==> config.mk <==
export PLATFORM = sky130hd
export DESIGN_NAME = cbc_tx_ctrl
export DESIGN_NICKNAME = d
export VERILOG_FILES = /design/src/cbc_pkg.sv /design/src/cbc_buf_ctrl.sv /design/src/cbc_tx_ctrl.sv
export SDC_FILE = /design/constraint.sdc
export NUM_CORES = 1
export LEC_CHECK = 0
export BUFFER_PORTS_ARGS = -buffer_cell sky130_fd_sc_hd__buf_2
export CAP_MARGIN = 10
export CORE_UTILIZATION = 45
export DETAILED_ROUTE_END_ITERATION = 16
export GPL_TIMING_DRIVEN = 0
export PLACE_DENSITY = 0.8
export SYNTH_ARGS = -nofsm -noshare
export SYNTH_HDL_FRONTEND = slang
export SYNTH_SLANG_ARGS = --single-unit
==> constraint.sdc <==
create_clock -name clk_i -period 5.9 [get_ports clk_i]
set_input_delay 0.885 -clock clk_i [delete_from_list [all_inputs] [get_ports clk_i]]
set_output_delay 0.885 -clock clk_i [all_outputs]
set_load 0.005 [all_outputs]
==> src/cbc_pkg.sv <==
// Constants shared by the transmit buffer control block.
// Assumes byte-wide registers addressed by an 8-bit register address.
package cbc_pkg;
    localparam int NUM_BUF = 3;
    localparam int DATA_W = 8;
    localparam int ADDR_W = 8;
    localparam int PRIO_W = 2;
    localparam int SEL_W = 2;
    localparam logic [ADDR_W-1:0] ADDR_PIN_CTRL = 8'h0d;
    localparam logic [ADDR_W-1:0] ADDR_BUF0_CTRL = 8'h30;
    localparam logic [ADDR_W-1:0] ADDR_BUF0_IDH = 8'h31;
    localparam logic [ADDR_W-1:0] ADDR_BUF1_CTRL = 8'h40;
    localparam logic [ADDR_W-1:0] ADDR_BUF1_IDH = 8'h41;
    localparam logic [ADDR_W-1:0] ADDR_BUF2_CTRL = 8'h50;
    localparam logic [ADDR_W-1:0] ADDR_BUF2_IDH = 8'h51;
    localparam int BIT_ABORTED = 6;
    localparam int BIT_ARB_LOST = 5;
    localparam int BIT_TX_ERR = 4;
    localparam int BIT_TX_REQ = 3;
    localparam int BIT_PRIO_HI = 1;
    localparam int BIT_PRIO_LO = 0;
    localparam int BIT_MODE_LO = 0;
    localparam int BIT_STATE_LO = 3;
    localparam logic [DATA_W-1:0] CTRL_RESET = 8'h00;
    localparam logic [DATA_W-1:0] IDH_RESET = 8'h00;
    localparam logic [NUM_BUF-1:0] MODE_RESET = 3'h0;
    localparam logic [NUM_BUF-1:0] PIN_IDLE = 3'h7;
    localparam logic [DATA_W-1:0] READ_ZERO = 8'h00;
    localparam logic [PRIO_W-1:0] PRIO_LOWEST = 2'h0;
    localparam logic [PRIO_W-1:0] PRIO_HIGHEST = 2'h3;
endpackage

==> src/cbc_buf_ctrl.sv <==
// One transmit buffer: request bit, priority, status flags and identifier high byte.
// Assumes engine event inputs are one-cycle pulses on clk_i.
`timescale 1ns/10ps
module cbc_buf_ctrl
    import cbc_pkg::*;
(
    input wire logic clk_i,
    input wire logic rst_n_i,
    input wire logic wr_ctrl_i,
    input wire logic wr_idh_i,
    input wire logic [DATA_W-1:0] wdata_i,
    input wire logic pin_req_i,
    input wire logic sent_i,
    input wire logic abort_i,
    input wire logic arb_lost_i,
    input wire logic bus_err_i,
    output logic [DATA_W-1:0] ctrl_o,
    output logic transmit_request_bit_o,
    output logic [PRIO_W-1:0] prio_o,
    output logic [DATA_W-1:0] idh_o
);
    logic transmit_request_bit_r, transmit_request_bit_nxt;
    logic aborted_flag_r, aborted_flag_nxt;
    logic arbitration_lost_flag_r, arbitration_lost_flag_nxt;
    logic transmit_error_flag_r, transmit_error_flag_nxt;
    logic [PRIO_W-1:0] prio_r, prio_nxt;
    logic [DATA_W-1:0] idh_r, idh_nxt;
    logic req_set, req_clr, req_rise;

    always_comb begin
        req_set = pin_req_i | (wr_ctrl_i & wdata_i[BIT_TX_REQ]);
        req_clr = sent_i | abort_i | (wr_ctrl_i & ~wdata_i[BIT_TX_REQ]);
        req_rise = req_set & ~transmit_request_bit_r;
        transmit_request_bit_nxt = req_set ? 1'b1 : (req_clr ? 1'b0 : transmit_request_bit_r);
        // An engine event in the cycle of a new request wins over the clear.
        aborted_flag_nxt = abort_i ? 1'b1 : ((req_rise | sent_i) ? 1'b0 : aborted_flag_r);
        arbitration_lost_flag_nxt = arb_lost_i ? 1'b1 : (req_rise ? 1'b0 : arbitration_lost_flag_r);
        transmit_error_flag_nxt = bus_err_i ? 1'b1 : (req_rise ? 1'b0 : transmit_error_flag_r);
        prio_nxt = wr_ctrl_i ? wdata_i[BIT_PRIO_HI:BIT_PRIO_LO] : prio_r;
        idh_nxt = wr_idh_i ? wdata_i : idh_r;
    end

    always_ff @(posedge clk_i or negedge rst_n_i) begin
        if (!rst_n_i) begin
            transmit_request_bit_r <= CTRL_RESET[BIT_TX_REQ];
            aborted_flag_r <= CTRL_RESET[BIT_ABORTED];
            arbitration_lost_flag_r <= CTRL_RESET[BIT_ARB_LOST];
            transmit_error_flag_r <= CTRL_RESET[BIT_TX_ERR];
            prio_r <= CTRL_RESET[BIT_PRIO_HI:BIT_PRIO_LO];
            idh_r <= IDH_RESET;
        end else begin
            transmit_request_bit_r <= transmit_request_bit_nxt;
            aborted_flag_r <= aborted_flag_nxt;
            arbitration_lost_flag_r <= arbitration_lost_flag_nxt;
            transmit_error_flag_r <= transmit_error_flag_nxt;
            prio_r <= prio_nxt;
            idh_r <= idh_nxt;
        end
    end

    always_comb begin
        ctrl_o = READ_ZERO;
        ctrl_o[BIT_ABORTED] = aborted_flag_r;
        ctrl_o[BIT_ARB_LOST] = arbitration_lost_flag_r;
        ctrl_o[BIT_TX_ERR] = transmit_error_flag_r;
        ctrl_o[BIT_TX_REQ] = transmit_request_bit_r;
        ctrl_o[BIT_PRIO_HI:BIT_PRIO_LO] = prio_r;
    end
    assign transmit_request_bit_o = transmit_request_bit_r;
    assign prio_o = prio_r;
    assign idh_o = idh_r;

    a_sent_clears_req: assert property (@(posedge clk_i) disable iff (!rst_n_i)
        (sent_i && !pin_req_i && !(wr_ctrl_i && wdata_i[BIT_TX_REQ])) |=> !transmit_request_bit_o)
        else $error("Request bit not cleared after send.");
    a_write_abort: assert property (@(posedge clk_i) disable iff (!rst_n_i)
        (transmit_request_bit_o && wr_ctrl_i && !wdata_i[BIT_TX_REQ] && !pin_req_i) |=> !transmit_request_bit_o)
        else $error("Zero write did not drop pending request.");
    a_new_req_flags: assert property (@(posedge clk_i) disable iff (!rst_n_i)
        (!transmit_request_bit_o && pin_req_i && !abort_i && !arb_lost_i && !bus_err_i)
        |=> (transmit_request_bit_o && !ctrl_o[BIT_ABORTED] && !ctrl_o[BIT_ARB_LOST] && !ctrl_o[BIT_TX_ERR]))
        else $error("Flags not cleared on new request.");
    a_abort_flag_set: assert property (@(posedge clk_i) disable iff (!rst_n_i)
        abort_i |=> ctrl_o[BIT_ABORTED]
        && (!transmit_request_bit_o || $past(pin_req_i) || ($past(wr_ctrl_i) && $past(wdata_i[BIT_TX_REQ]))))
        else $error("Aborted flag not set.");
    a_arb_flag_set: assert property (@(posedge clk_i) disable iff (!rst_n_i)
        arb_lost_i |=> ctrl_o[BIT_ARB_LOST])
        else $error("Arbitration lost flag not set.");
    a_err_flag_set: assert property (@(posedge clk_i) disable iff (!rst_n_i)
        bus_err_i |=> ctrl_o[BIT_TX_ERR])
        else $error("Transmit error flag not set.");
    a_prio_write: assert property (@(posedge clk_i) disable iff (!rst_n_i)
        wr_ctrl_i |=> prio_o == $past(wdata_i[BIT_PRIO_HI:BIT_PRIO_LO]))
        else $error("Priority field not written.");
endmodule

==> src/cbc_tx_ctrl.sv <==
// Transmit buffer control and request pin control with a byte register port.
// Assumes the register port and engine events are on clk_i; request pins are asynchronous.
`timescale 1ns/10ps
module cbc_tx_ctrl
    import cbc_pkg::*;
(
    input wire logic clk_i,
    input wire logic rst_n_i,
    input wire logic [ADDR_W-1:0] reg_addr_i,
    input wire logic reg_wr_i,
    input wire logic reg_rd_i,
    input wire logic [DATA_W-1:0] reg_wdata_i,
    output logic [DATA_W-1:0] reg_rdata_o,
    input wire logic config_mode_i,
    input wire logic [NUM_BUF-1:0] request_pin_n_i,
    input wire logic [NUM_BUF-1:0] tx_sent_i,
    input wire logic [NUM_BUF-1:0] tx_abort_i,
    input wire logic [NUM_BUF-1:0] tx_arb_lost_i,
    input wire logic [NUM_BUF-1:0] tx_bus_err_i,
    output logic [NUM_BUF-1:0] pending_o,
    output logic sel_valid_o,
    output logic [SEL_W-1:0] sel_buf_o,
    output logic [NUM_BUF*DATA_W-1:0] ident_high_o
);
    localparam logic [ADDR_W-1:0] CTRL_ADDR [NUM_BUF] = '{ADDR_BUF0_CTRL, ADDR_BUF1_CTRL,
                                                          ADDR_BUF2_CTRL};
    localparam logic [ADDR_W-1:0] IDH_ADDR [NUM_BUF] = '{ADDR_BUF0_IDH, ADDR_BUF1_IDH,
                                                         ADDR_BUF2_IDH};

    logic [NUM_BUF-1:0] pin_meta_r, pin_meta_nxt;
    logic [NUM_BUF-1:0] pin_sync_r, pin_sync_nxt;
    logic [NUM_BUF-1:0] pin_prev_r, pin_prev_nxt;
    logic [NUM_BUF-1:0] mode_r, mode_nxt;
    logic [NUM_BUF-1:0] pin_fall;
    logic [NUM_BUF-1:0] pin_req;
    logic [NUM_BUF-1:0] pin_state;
    logic [NUM_BUF-1:0] wr_ctrl;
    logic [NUM_BUF-1:0] wr_idh;
    logic [DATA_W-1:0] ctrl_q [NUM_BUF];
    logic [DATA_W-1:0] idh_q [NUM_BUF];
    logic [PRIO_W-1:0] prio_q [NUM_BUF];
    logic [NUM_BUF-1:0] transmit_request_bit_q;
    logic [DATA_W-1:0] rdata_r, rdata_nxt;
    logic [DATA_W-1:0] read_mux;
    logic sel_valid_r, sel_valid_nxt;
    logic [SEL_W-1:0] sel_buf_r, sel_buf_nxt;
    logic [PRIO_W-1:0] best_prio;
    logic pin_wr_ok;

    // Request pins pass two flip-flops; the edge detector looks only at the second and later.
    always_comb begin
        pin_meta_nxt = request_pin_n_i;
        pin_sync_nxt = pin_meta_r;
        pin_prev_nxt = pin_sync_r;
        pin_wr_ok = reg_wr_i && (reg_addr_i == ADDR_PIN_CTRL) && config_mode_i;
        mode_nxt = pin_wr_ok ? reg_wdata_i[BIT_MODE_LO +: NUM_BUF] : mode_r;
        pin_fall = pin_prev_r & ~pin_sync_r;
        pin_req = pin_fall & mode_r;
        pin_state = pin_sync_r & ~mode_r;
    end

    always_ff @(posedge clk_i or negedge rst_n_i) begin
        if (!rst_n_i) begin
            pin_meta_r <= PIN_IDLE;
            pin_sync_r <= PIN_IDLE;
            pin_prev_r <= PIN_IDLE;
            mode_r <= MODE_RESET;
        end else begin
            pin_meta_r <= pin_meta_nxt;
            pin_sync_r <= pin_sync_nxt;
            pin_prev_r <= pin_prev_nxt;
            mode_r <= mode_nxt;
        end
    end

    // Address decode for the per-buffer registers.
    always_comb begin
        for (int i = 0; i < NUM_BUF; i++) begin
            wr_ctrl[i] = reg_wr_i && (reg_addr_i == CTRL_ADDR[i]);
            wr_idh[i] = reg_wr_i && (reg_addr_i == IDH_ADDR[i]);
        end
    end

    genvar g;
    generate
        for (g = 0; g < NUM_BUF; g++) begin : gen_buf
            cbc_buf_ctrl u_buf (
                .clk_i(clk_i),
                .rst_n_i(rst_n_i),
                .wr_ctrl_i(wr_ctrl[g]),
                .wr_idh_i(wr_idh[g]),
                .wdata_i(reg_wdata_i),
                .pin_req_i(pin_req[g]),
                .sent_i(tx_sent_i[g]),
                .abort_i(tx_abort_i[g]),
                .arb_lost_i(tx_arb_lost_i[g]),
                .bus_err_i(tx_bus_err_i[g]),
                .ctrl_o(ctrl_q[g]),
                .transmit_request_bit_o(transmit_request_bit_q[g]),
                .prio_o(prio_q[g]),
                .idh_o(idh_q[g])
            );
            assign ident_high_o[g*DATA_W +: DATA_W] = idh_q[g];
        end
    endgenerate

    // Read path: unmapped addresses return zero; data appears the cycle after the strobe.
    always_comb begin
        read_mux = READ_ZERO;
        if (reg_addr_i == ADDR_PIN_CTRL) begin
            read_mux[BIT_MODE_LO +: NUM_BUF] = mode_r;
            read_mux[BIT_STATE_LO +: NUM_BUF] = pin_state;
        end
        for (int i = 0; i < NUM_BUF; i++) begin
            if (reg_addr_i == CTRL_ADDR[i]) begin
                read_mux = ctrl_q[i];
            end
            if (reg_addr_i == IDH_ADDR[i]) begin
                read_mux = idh_q[i];
            end
        end
        rdata_nxt = reg_rd_i ? read_mux : rdata_r;
    end

    // Pick the pending buffer with the highest priority; later buffers win ties.
    always_comb begin
        sel_valid_nxt = 1'b0;
        sel_buf_nxt = sel_buf_r;
        best_prio = PRIO_LOWEST;
        for (int i = 0; i < NUM_BUF; i++) begin
            if (transmit_request_bit_q[i] && (!sel_valid_nxt || prio_q[i] >= best_prio)) begin
                sel_valid_nxt = 1'b1;
                sel_buf_nxt = SEL_W'(i);
                best_prio = prio_q[i];
            end
        end
    end

    always_ff @(posedge clk_i or negedge rst_n_i) begin
        if (!rst_n_i) begin
            rdata_r <= READ_ZERO;
            sel_valid_r <= 1'b0;
            sel_buf_r <= '0;
        end else begin
            rdata_r <= rdata_nxt;
            sel_valid_r <= sel_valid_nxt;
            sel_buf_r <= sel_buf_nxt;
        end
    end

    assign reg_rdata_o = rdata_r;
    assign pending_o = transmit_request_bit_q;
    assign sel_valid_o = sel_valid_r;
    assign sel_buf_o = sel_buf_r;

    a_pin_cfg_lock: assert property (@(posedge clk_i) disable iff (!rst_n_i)
        (reg_wr_i && reg_addr_i == ADDR_PIN_CTRL && !config_mode_i) |=> $stable(mode_r))
        else $error("Pin mode changed outside configuration mode.");
    a_pin_cfg_write: assert property (@(posedge clk_i) disable iff (!rst_n_i)
        (reg_wr_i && reg_addr_i == ADDR_PIN_CTRL && config_mode_i)
        |=> mode_r == $past(reg_wdata_i[BIT_MODE_LO +: NUM_BUF]))
        else $error("Pin mode write lost in configuration mode.");
    a_pin_edge_req: assert property (@(posedge clk_i) disable iff (!rst_n_i)
        (mode_r[0] && pin_prev_r[0] && !pin_sync_r[0]) |=> pending_o[0])
        else $error("Falling edge did not set request.");
    a_pin_fall_path: assert property (@(posedge clk_i) disable iff (!rst_n_i)
        (mode_r[0] && $fell(pin_sync_r[0])) |=> pending_o[0])
        else $error("Pin synchroniser path broken.");
    a_pin_state_read: assert property (@(posedge clk_i) disable iff (!rst_n_i)
        (reg_rd_i && reg_addr_i == ADDR_PIN_CTRL)
        |=> reg_rdata_o[BIT_STATE_LO +: NUM_BUF] == ($past(pin_sync_r) & ~$past(mode_r)))
        else $error("Pin state bits read wrong.");
    a_ctrl_read: assert property (@(posedge clk_i) disable iff (!rst_n_i)
        (reg_rd_i && reg_addr_i == ADDR_BUF1_CTRL)
        |=> reg_rdata_o[BIT_TX_REQ] == $past(transmit_request_bit_q[1]) && !reg_rdata_o[7] && !reg_rdata_o[2])
        else $error("Control read does not show request bit.");
    a_sel_tie_high: assert property (@(posedge clk_i) disable iff (!rst_n_i)
        (transmit_request_bit_q[2] && prio_q[2] == PRIO_HIGHEST) |=> sel_valid_o && sel_buf_o == 2'h2)
        else $error("Highest buffer not chosen.");
    a_sel_pending: assert property (@(posedge clk_i) disable iff (!rst_n_i)
        sel_valid_o |-> $past(transmit_request_bit_q) != 3'h0)
        else $error("Selection without pending buffer.");
endmodule

==> results of run 1 <==
-- cells by family (layout without fill, tap and decap cells) --
logic type / Yosys count / count (layout) / synth area share [%]
adders and majority gates: 4 / 4 / 1.559
and+or+nand+nor: 70 / 70 / 15.63
buffers and inverters: 26 / 115 / 3.546
AOI/OAI and AO/OA: 49 / 49 / 11.69
muxes: 48 / 48 / 16.56
DFF: 65 / 65 / 51.01
-- critical path: stages (launching register included) --
cell,delay [ns]
sky130_fd_sc_hd__dfrtp_1,0.48
sky130_fd_sc_hd__and2_1,0.20
sky130_fd_sc_hd__ha_1,0.28
sky130_fd_sc_hd__inv_1,0.06
sky130_fd_sc_hd__a21boi_0,0.06
sky130_fd_sc_hd__o21ai_0,0.36
sky130_fd_sc_hd__mux2_2,0.39
sky130_fd_sc_hd__ha_1,0.26
sky130_fd_sc_hd__nand2b_1,0.15
sky130_fd_sc_hd__a211o_1,0.31
sky130_fd_sc_hd__a22oi_1,0.19
-- where the power goes --
part | leakage, nW | total (mW) | switching, mW | internal (mW)
Combinational | 1.02 | 0.110 | 0.0591 | 0.0512
Clock | 0.0834 | 0.330 | 0.167 | 0.163
Sequential | 0.815 | 0.488 | 0.0159 | 0.472
Total | 1.92 | 0.928 | 0.241 | 0.686
-- layer usage --
layer / vias to the layer above / track usage [%]
met5: - / 0
li1: 1144 / -
met4: 0 / 9.242
met1: 1245 / 30.85
met2: 88 / 37.95
met3: 13 / 4.286
-- sequential cells by signal (all words and copies together), names as in the netlist --
name	count
sel_buf_o	2
gen_buf.u_buf.transmit_error_flag_r	3
reg_rdata_o	8
gen_buf.u_buf.transmit_request_bit_o	3
pin_prev_nxt	3
mode_r	3
sel_valid_o	1
gen_buf.u_buf.aborted_flag_r	3
pin_prev_r	3
gen_buf.u_buf.arbitration_lost_flag_r	3
gen_buf.u_buf.prio_o	6
gen_buf.u_buf.idh_o	24
pin_meta_r	3
-- per-stage QoR --
stage               instance area (µm²)  utilization [%]  setup slack [ns]
finish                             3877            56.76             3.072
global route                       3877            56.76             2.932
CTS                                3877            56.76             3.097
detailed placement                 3711            54.32             3.107
global placement                   3691            54.03             3.240
floorplan                          3211                -             3.394
-- cells in the mapped netlist, types with 2 or more instances --
cell / count
sky130_fd_sc_hd__dfrtp_1: 56
sky130_fd_sc_hd__mux2_2: 41
sky130_fd_sc_hd__inv_1: 16
sky130_fd_sc_hd__nand3_1: 14
sky130_fd_sc_hd__nor2_1: 11
sky130_fd_sc_hd__a21o_1: 10
sky130_fd_sc_hd__dfstp_2: 9
sky130_fd_sc_hd__nand2_1: 9
sky130_fd_sc_hd__mux2i_1: 7
sky130_fd_sc_hd__a31oi_1: 5
sky130_fd_sc_hd__o21ai_0: 5
sky130_fd_sc_hd__a22oi_1: 4
sky130_fd_sc_hd__buf_2: 4
sky130_fd_sc_hd__ha_1: 4
sky130_fd_sc_hd__nand2b_1: 4
sky130_fd_sc_hd__nand3b_1: 4
sky130_fd_sc_hd__nand4_1: 4
sky130_fd_sc_hd__a21oi_1: 3
sky130_fd_sc_hd__buf_4: 3
sky130_fd_sc_hd__clkbuf_1: 3
sky130_fd_sc_hd__a221oi_1: 2
sky130_fd_sc_hd__a221oi_2: 2
sky130_fd_sc_hd__a31o_2: 2
sky130_fd_sc_hd__a32oi_1: 2
sky130_fd_sc_hd__and2_1: 2
sky130_fd_sc_hd__nand4_4: 2
sky130_fd_sc_hd__nand4bb_1: 2
sky130_fd_sc_hd__nor2b_1: 2
sky130_fd_sc_hd__nor4_4: 2
sky130_fd_sc_hd__o211a_1: 2
sky130_fd_sc_hd__o21a_1: 2
sky130_fd_sc_hd__o221ai_1: 2
sky130_fd_sc_hd__o22ai_1: 2
sky130_fd_sc_hd__or3_1: 2
-- cell type report --
cell class / count / area, µm²
Buffer: 10 / 53.80
Fill cell: 620 / 2954
Multi-Input combinational cell: 171 / 1459
Inverter: 16 / 60.06
Clock inverter: 3 / 17.52
Clock buffer: 13 / 148.9
Tap cell: 96 / 120.1
Sequential cell: 65 / 1638
Timing Repair Buffer: 73 / 380.4
-- worst max path at each step --
stage / start / end / slack [ns] / cells past startpoint
after global placement: gen_buf[0].u_buf.transmit_request_bit_o / sel_buf_o[0] / 3.24 / 10
after global routing: gen_buf[0].u_buf.transmit_request_bit_o / sel_buf_o[0] / 2.93 / 10
after detailed placement: gen_buf[0].u_buf.transmit_request_bit_o / sel_buf_o[0] / 3.11 / 10
final: gen_buf[0].u_buf.transmit_request_bit_o / sel_buf_o[0] / 3.07 / 10
after CTS: gen_buf[0].u_buf.transmit_request_bit_o / sel_buf_o[0] / 3.10 / 10
after floorplan: gen_buf[0].u_buf.transmit_request_bit_o / sel_buf_o[0] / 3.39 / 10
==> Implementation_results.wiki, run 1 <==
{| class="wikitable"
! Metric !! Value
|-
| Status || finished, final reports clean
|-
| Final setup violation count || 0
|-
| PostCTS Resize Cnt || 0
|-
| Worst R2R End || sel_buf_o[0]
|-
| Min cycle time layout || approximately 2.8 ns
|-
| Post-route non-filler standard cell count || 447
|-
| Buffer depth of the longest clock path || 2
|-
| Setup Buffers After CTS || 0
|-
| Hold-fix buffers at CTS || 0
|-
| Standard-cell row count || 30
|-
| Total placed cells including tap cells || 431
|-
| Top area cells in the synthesized netlist || sky130_fd_sc_hd__dfrtp_1 (44%), sky130_fd_sc_hd__mux2_2 (14%), sky130_fd_sc_hd__dfstp_2 (7.4%), sky130_fd_sc_hd__a21o_1 (2.3%), sky130_fd_sc_hd__mux2i_1 (2.2%)
|-
| Wire per inst || 18.15 µm
|-
| Overflow after GRT || 0
|-
| Average footprint of a synthesized cell || 12.25 µm²
|-
| Synthesis warning total || 0
|-
| Width of the die || 86.47 µm
|-
| Count of cell types in the netlist || 52
|-
| Highest metal layer used by the detailed router || met4
|-
| Final wirelength || ~8100 µm
|-
| Max FO, Critical Path || 9
|-
| Data arrival time of the critical path || 3.08 ns
|-
| Total number of nets in the final design || 386
|-
| Via count of the first global-routing pass || 2457
|-
| Largest net degree at the start of global routing || 37
|-
| Area share of the leading cell type in the synthesized netlist || a little over two fifths
|-
| Number of flops mapped to enable cells by yosys || 0
|-
| Final Skew || 0.008862 ns
|-
| Endpoint required time on the critical path || 6.15 ns
|-
| Most common cell after layout, fill and taps aside || sky130_fd_sc_hd__buf_2
|-
| Classification of the worst-slack hold path || reg -> reg
|-
| Startpoint of the worst hold path || pin_meta_r[0]
|-
| Clk_lat worst skew || 0.34 ns
|-
| Reported leakage power || just under 2 nW
|-
| I/O pins || 74
|-
| Die Height || between 80 and 90 µm
|-
| Max-capacitance violation count || 0
|-
| Unrepaired setup endpoints after global routing || no
|-
| Detailed-routing wirelength on met1 || 3610 µm
|-
| Transition time at the pin with the least slew margin || 0.6926 ns
|-
| Areal power density over the cells || 239.2 nW/µm²
|-
| Clock transition at path regs || around 0.070 ns
|-
| Commonest cells after routing, fill and taps aside || sky130_fd_sc_hd__buf_2 (76), sky130_fd_sc_hd__dfrtp_1 (56), sky130_fd_sc_hd__mux2_2 (41)
|-
| Fraction of final layout cells sized beyond drive strength 1 || between 40 and 50%
|-
| Hold slack || 0.3570 ns
|-
| Met2 routed WL || 3864 µm
|-
| Number of input and output port buffers inserted || 72
|-
| Die outline area || 7476 µm²
|-
| Post-synthesis register bit count || 65
|-
| Clock tree from TritonCTS || done
|-
| Worst Hold Endpoint || pin_prev_nxt[0]
|-
| Worst Reg-to-Reg Cells || 10
|-
| DRC violations left || 0
|-
| Largest vdd supply drop || 0.1373 mV
|-
| Antenna-violating nets left || 0
|-
| Slew headroom || 53.83%
|-
| Number of levels the H-tree was split into || 3
|-
| Start of the worst register-to-register path || gen_buf[0].u_buf.transmit_request_bit_o
|-
| Setup TNS Final || 0 ns
|-
| Detailed-route via count || 2490
|-
| Fmax || 353.7 MHz
|-
| Leading register cell type out of synthesis || sky130_fd_sc_hd__dfrtp_1
|-
| Vias/cell || ~5.6
|-
| First-iteration detailed-routing DRC count || 195
|-
| TritonRoute pass-1 iters || 4
|-
| Startpoint Class || flop
|-
| Share of synthesized area occupied by flip-flops and latches || 51.01%
|-
| Crit end category || flop
|-
| Met3 layer wire length in the routed design || 522 µm
|-
| Share of flip-flops with an asynchronous set or reset || 100.0%
|-
| Count of final hold-check violations || 0
|-
| First-pass GRT wire length || 12770 µm
|-
| Max-slew violation total from the final report || 0
|-
| Cell type contributing the most total cell area after synthesis || sky130_fd_sc_hd__dfrtp_1
|-
| Inserted Clock Buffers || 9
|-
| Initial antenna violation count || 0
|-
| FF-to-FF setup slack || between 3 and 4 ns
|-
| Total GRT Usage || 23.27%
|-
| Final worst path period share || 47.93%
|-
| Power Total || 927.5 µW
|-
| Depth of the worst hold-timing path || 0
|-
| Number of sinks driven by the clock tree || 65
|-
| Initial Util || 47.00%
|-
| Type of the setup path with the least slack || reg -> reg
|-
| Clock root buffer master || sky130_fd_sc_hd__clkbuf_8
|-
| Weighted congestion reported at the end of routability-driven placement || 0.9109
|-
| Synthesized cell area || roughly 3200 µm²
|-
| Synth-to-layout area growth || 20.77%
|-
| Antenna diode instance count || 0
|-
| Half-perimeter wire length of the detailed placement result || 6048 µm
|-
| Net count after synthesis || 302
|-
| Gate count after technology mapping || 262
|-
| Placeable core region || 6832 µm²
|}
(Power assumes the default switching activity.)
==> run 2: changes to the inputs <==
==> constraint.sdc (replaced) <==
create_clock -name clk_i -period 2.76 [get_ports clk_i]
set_input_delay 0.414 -clock clk_i [delete_from_list [all_inputs] [get_ports clk_i]]
set_output_delay 0.414 -clock clk_i [all_outputs]
set_load 0.005 [all_outputs]
==> run 2 against run 1 <==
Net effect: final area grew 0.23%; core utilization grew 0.13 points; register-to-register slack lost 2.9 ns; largest power group unchanged; clock-buffer cell count is the same; die area is the same; clock power grew 110%; critical path type unchanged.
==> Implementation_results.wiki, run 2 (same netlist as run 1, synthesis figures left out) <==
{| class="wikitable"
! Metric !! Value
|-
| First-iteration detailed-routing DRC count || 193 (-1.0%)
|-
| Final wirelength || 8100 µm (-0.18%)
|-
| Via count of the first global-routing pass || 2457 (unchanged)
|-
| Overflow after GRT || 0 (unchanged)
|-
| Min cycle time layout || 2.593 ns (-0.2351 ns)
|-
| Max-capacitance violation count || 0 (unchanged)
|-
| Synth-to-layout area growth || 21.04%
|-
| Transition time at the pin with the least slew margin || 0.6975 ns (+0.004905 ns)
|-
| Startpoint Class || flop
|-
| Vias/cell || 5.540 (-0.54%)
|-
| Wire per inst || 18.08 µm (-0.41%)
|-
| Count of final hold-check violations || 0 (unchanged)
|-
| Placeable core region || 6832 µm² (unchanged)
|-
| Hold-fix buffers at CTS || 0 (unchanged)
|-
| Width of the die || 86.47 µm (unchanged)
|-
| Start of the worst register-to-register path || gen_buf[0].u_buf.transmit_request_bit_o
|-
| Minimum setup slack in the final design || 0.1675 ns (-2.905 ns)
|-
| Number of flip-flops under the largest register name || 24 (unchanged)
|-
| Commonest cells after routing, fill and taps aside || sky130_fd_sc_hd__buf_2 (76), sky130_fd_sc_hd__dfrtp_1 (55), sky130_fd_sc_hd__mux2_2 (41)
|-
| Final worst path period share || 93.93% (+46 points)
|-
| Status || finished, final reports clean
|-
| Delay of the slowest cell on the worst path || 0.47 ns (about the same)
|-
| Weighted congestion reported at the end of routability-driven placement || 0.9109 (unchanged)
|-
| Max FO, Critical Path || 9 (unchanged)
|-
| Total number of nets in the final design || 387 (+0.26%)
|-
| Max-slew violation total from the final report || 0 (unchanged)
|-
| Inserted Clock Buffers || 9 (unchanged)
|-
| Initial antenna violation count || 0 (unchanged)
|-
| Data arrival time of the critical path || 2.84 ns (-0.24 ns)
|-
| TritonRoute pass-1 iters || 4 (unchanged)
|-
| Utilization after layout || 56.89% (+0.13 points)
|-
| Setup slack at placement || -0.03271 ns (-3.140 ns)
|-
| Antenna diode instance count || 0 (unchanged)
|-
| Most common cell after layout, fill and taps aside || sky130_fd_sc_hd__buf_2
|-
| Standard-cell row count || 30 (unchanged)
|-
| Half-perimeter wire length of the detailed placement result || 6048 µm (unchanged)
|-
| Die outline area || 7476 µm² (unchanged)
|-
| Ordered list of cells on the worst path || and2_1, ha_1, inv_1, a21boi_0, o21ai_1, mux2_2, ha_1, nand2b_1, a211o_1, a22oi_1
|-
| Clock root buffer master || sky130_fd_sc_hd__clkbuf_8
|-
| Unrepaired setup endpoints after global routing || no
|-
| Fmax || 385.7 MHz (+9.1%)
|-
| Classification of the worst-slack hold path || in -> async
|-
| Total GRT Usage || 23.27% (unchanged)
|-
| Fraction of final layout cells sized beyond drive strength 1 || 45.74% (+0.44 points)
|-
| Detailed-route via count || 2482 (-0.32%)
|-
| Largest vdd supply drop || 0.2950 mV (+110%)
|-
| I/O pins || 74 (unchanged)
|-
| Crit end category || flop
|-
| Reported leakage power || 1.926 nW (+0.13%)
|-
| Last element of the critical path || sel_buf_o[0]
|-
| Slew headroom || 53.50% (-0.33 points)
|-
| CP startpoint || gen_buf[0].u_buf.transmit_request_bit_o
|-
| Buffer depth of the longest clock path || 2 (unchanged)
|-
| Clk_lat worst skew || 0.33 ns (about the same)
|-
| Fill count || 619 (-0.16%)
|-
| First-pass GRT wire length || 12770 µm (unchanged)
|-
| Number of input and output port buffers inserted || 72 (unchanged)
|-
| Clock tree from TritonCTS || done
|-
| Largest net degree at the start of global routing || 37 (unchanged)
|-
| Final setup violation count || 0 (unchanged)
|-
| Initial Util || 47.00% (unchanged)
|-
| Worst Reg-to-Reg Cells || 10 (unchanged)
|-
| Number of levels the H-tree was split into || 3 (unchanged)
|-
| Die Height || 86.47 µm (unchanged)
|-
| Clock transition at path regs || 0.07 ns (about the same)
|-
| DRC violations left || 0 (unchanged)
|-
| Type of the setup path with the least slack || reg -> reg
|-
| FF-to-FF setup slack || 0.17 ns (-2.90 ns)
|-
| Number of sinks driven by the clock tree || 65 (unchanged)
|-
| Areal power density over the cells || 509.2 nW/µm² (+110%)
|-
| Final Skew || 0.006341 ns (-0.002522 ns)
|-
| Worst R2R End || sel_buf_o[0]
|-
| Antenna-violating nets left || 0 (unchanged)
|-
| Endpoint required time on the critical path || 3.01 ns (-3.14 ns)
|-
| Cell with the largest stage delay on the worst path || sky130_fd_sc_hd__dfrtp_2
|-
| Crit path top cell by count || sky130_fd_sc_hd__ha_1
|}
run 2: cell count changes in the layout (fill, tap and decap cells not counted), sizes merged:
cell and delta:
buf +1
run 2: worst min path at each step:
stage | start | end | cells past startpoint
floorplan | rst_n_i | gen_buf[0].u_buf.aborted_flag_r | 0
global placement | pin_meta_r[0] | pin_prev_nxt[0] | 0
detailed placement | pin_meta_r[1] | pin_prev_nxt[1] | 0
CTS | rst_n_i | gen_buf[0].u_buf.prio_o[1] | 1
global route | request_pin_n_i[0] | pin_meta_r[0] | 1
finish | rst_n_i | gen_buf[2].u_buf.idh_o[1] | 1
run 2: final cells by class:
cell class / instances / area (µm²) / area share (%)
inverter: 16 / 60.06 / 1.545
sequential: 65 / 1639 / 42.18
timing repair buffer: 74 / 387.9 / 9.981
buffer: 10 / 53.80 / 1.384
tap: 96 / 120.1 / 3.091
clock buffer: 13 / 148.9 / 3.831
clock inverter: 3 / 17.52 / 0.4507
multi-input combinational: 171 / 1459 / 37.54
run 2: critical path: cells and delay by family (launching register included):
family | cells | cell delay, ns
AOI/OAI and AO/OA | 4 | 0.76
DFF | 1 | 0.47
and+or+nand+nor | 2 | 0.33
buffers and inverters | 1 | 0.06
muxes | 1 | 0.36
adders and majority gates | 2 | 0.54
run 2: per-stage QoR:
| stage | power [mW] | TNS, ns | instances | hold slack (ns) | instance area, µm² |
|---|---|---|---|---|---|
| final | 1.979 | 0 | 448 | 0.1186 | 3886 |
| after global routing | 2.067 | 0 | 448 | 0.1520 | 3886 |
| after CTS | 1.995 | 0 | 447 | 0.1350 | 3877 |
| after detailed placement | 1.296 | -0.04529 | 431 | 0.3487 | 3711 |
| after global placement | 1.283 | 0 | 430 | 0.3463 | 3691 |
| after floorplan | 1.167 | 0 | 262 | 0.1184 | 3211 |
run 2: where the power goes:
group,internal [mW],leakage [nW],switching [mW]
Clock,0.349,0.0834,0.352
Sequential,1.01,0.814,0.0337
Combinational,0.110,1.03,0.126
Total,1.47,1.93,0.512
run 2: metal layers:
layer | wire length (µm) | global-route usage [%] | vias to the layer above
met5 | 0 | 0 | -
met4 | 136 | 9.242 | 0
met3 | 361 | 4.286 | 17
met2 | 3874 | 37.95 | 80
met1 | 3727 | 30.85 | 1241
li1 | - | - | 1144
run 2: repair_timing:
item	in CTS	in global routing
pin swaps	0	1
gates resized for setup	1	1
setup buffers	0	1
setup endpoints to repair	2	2
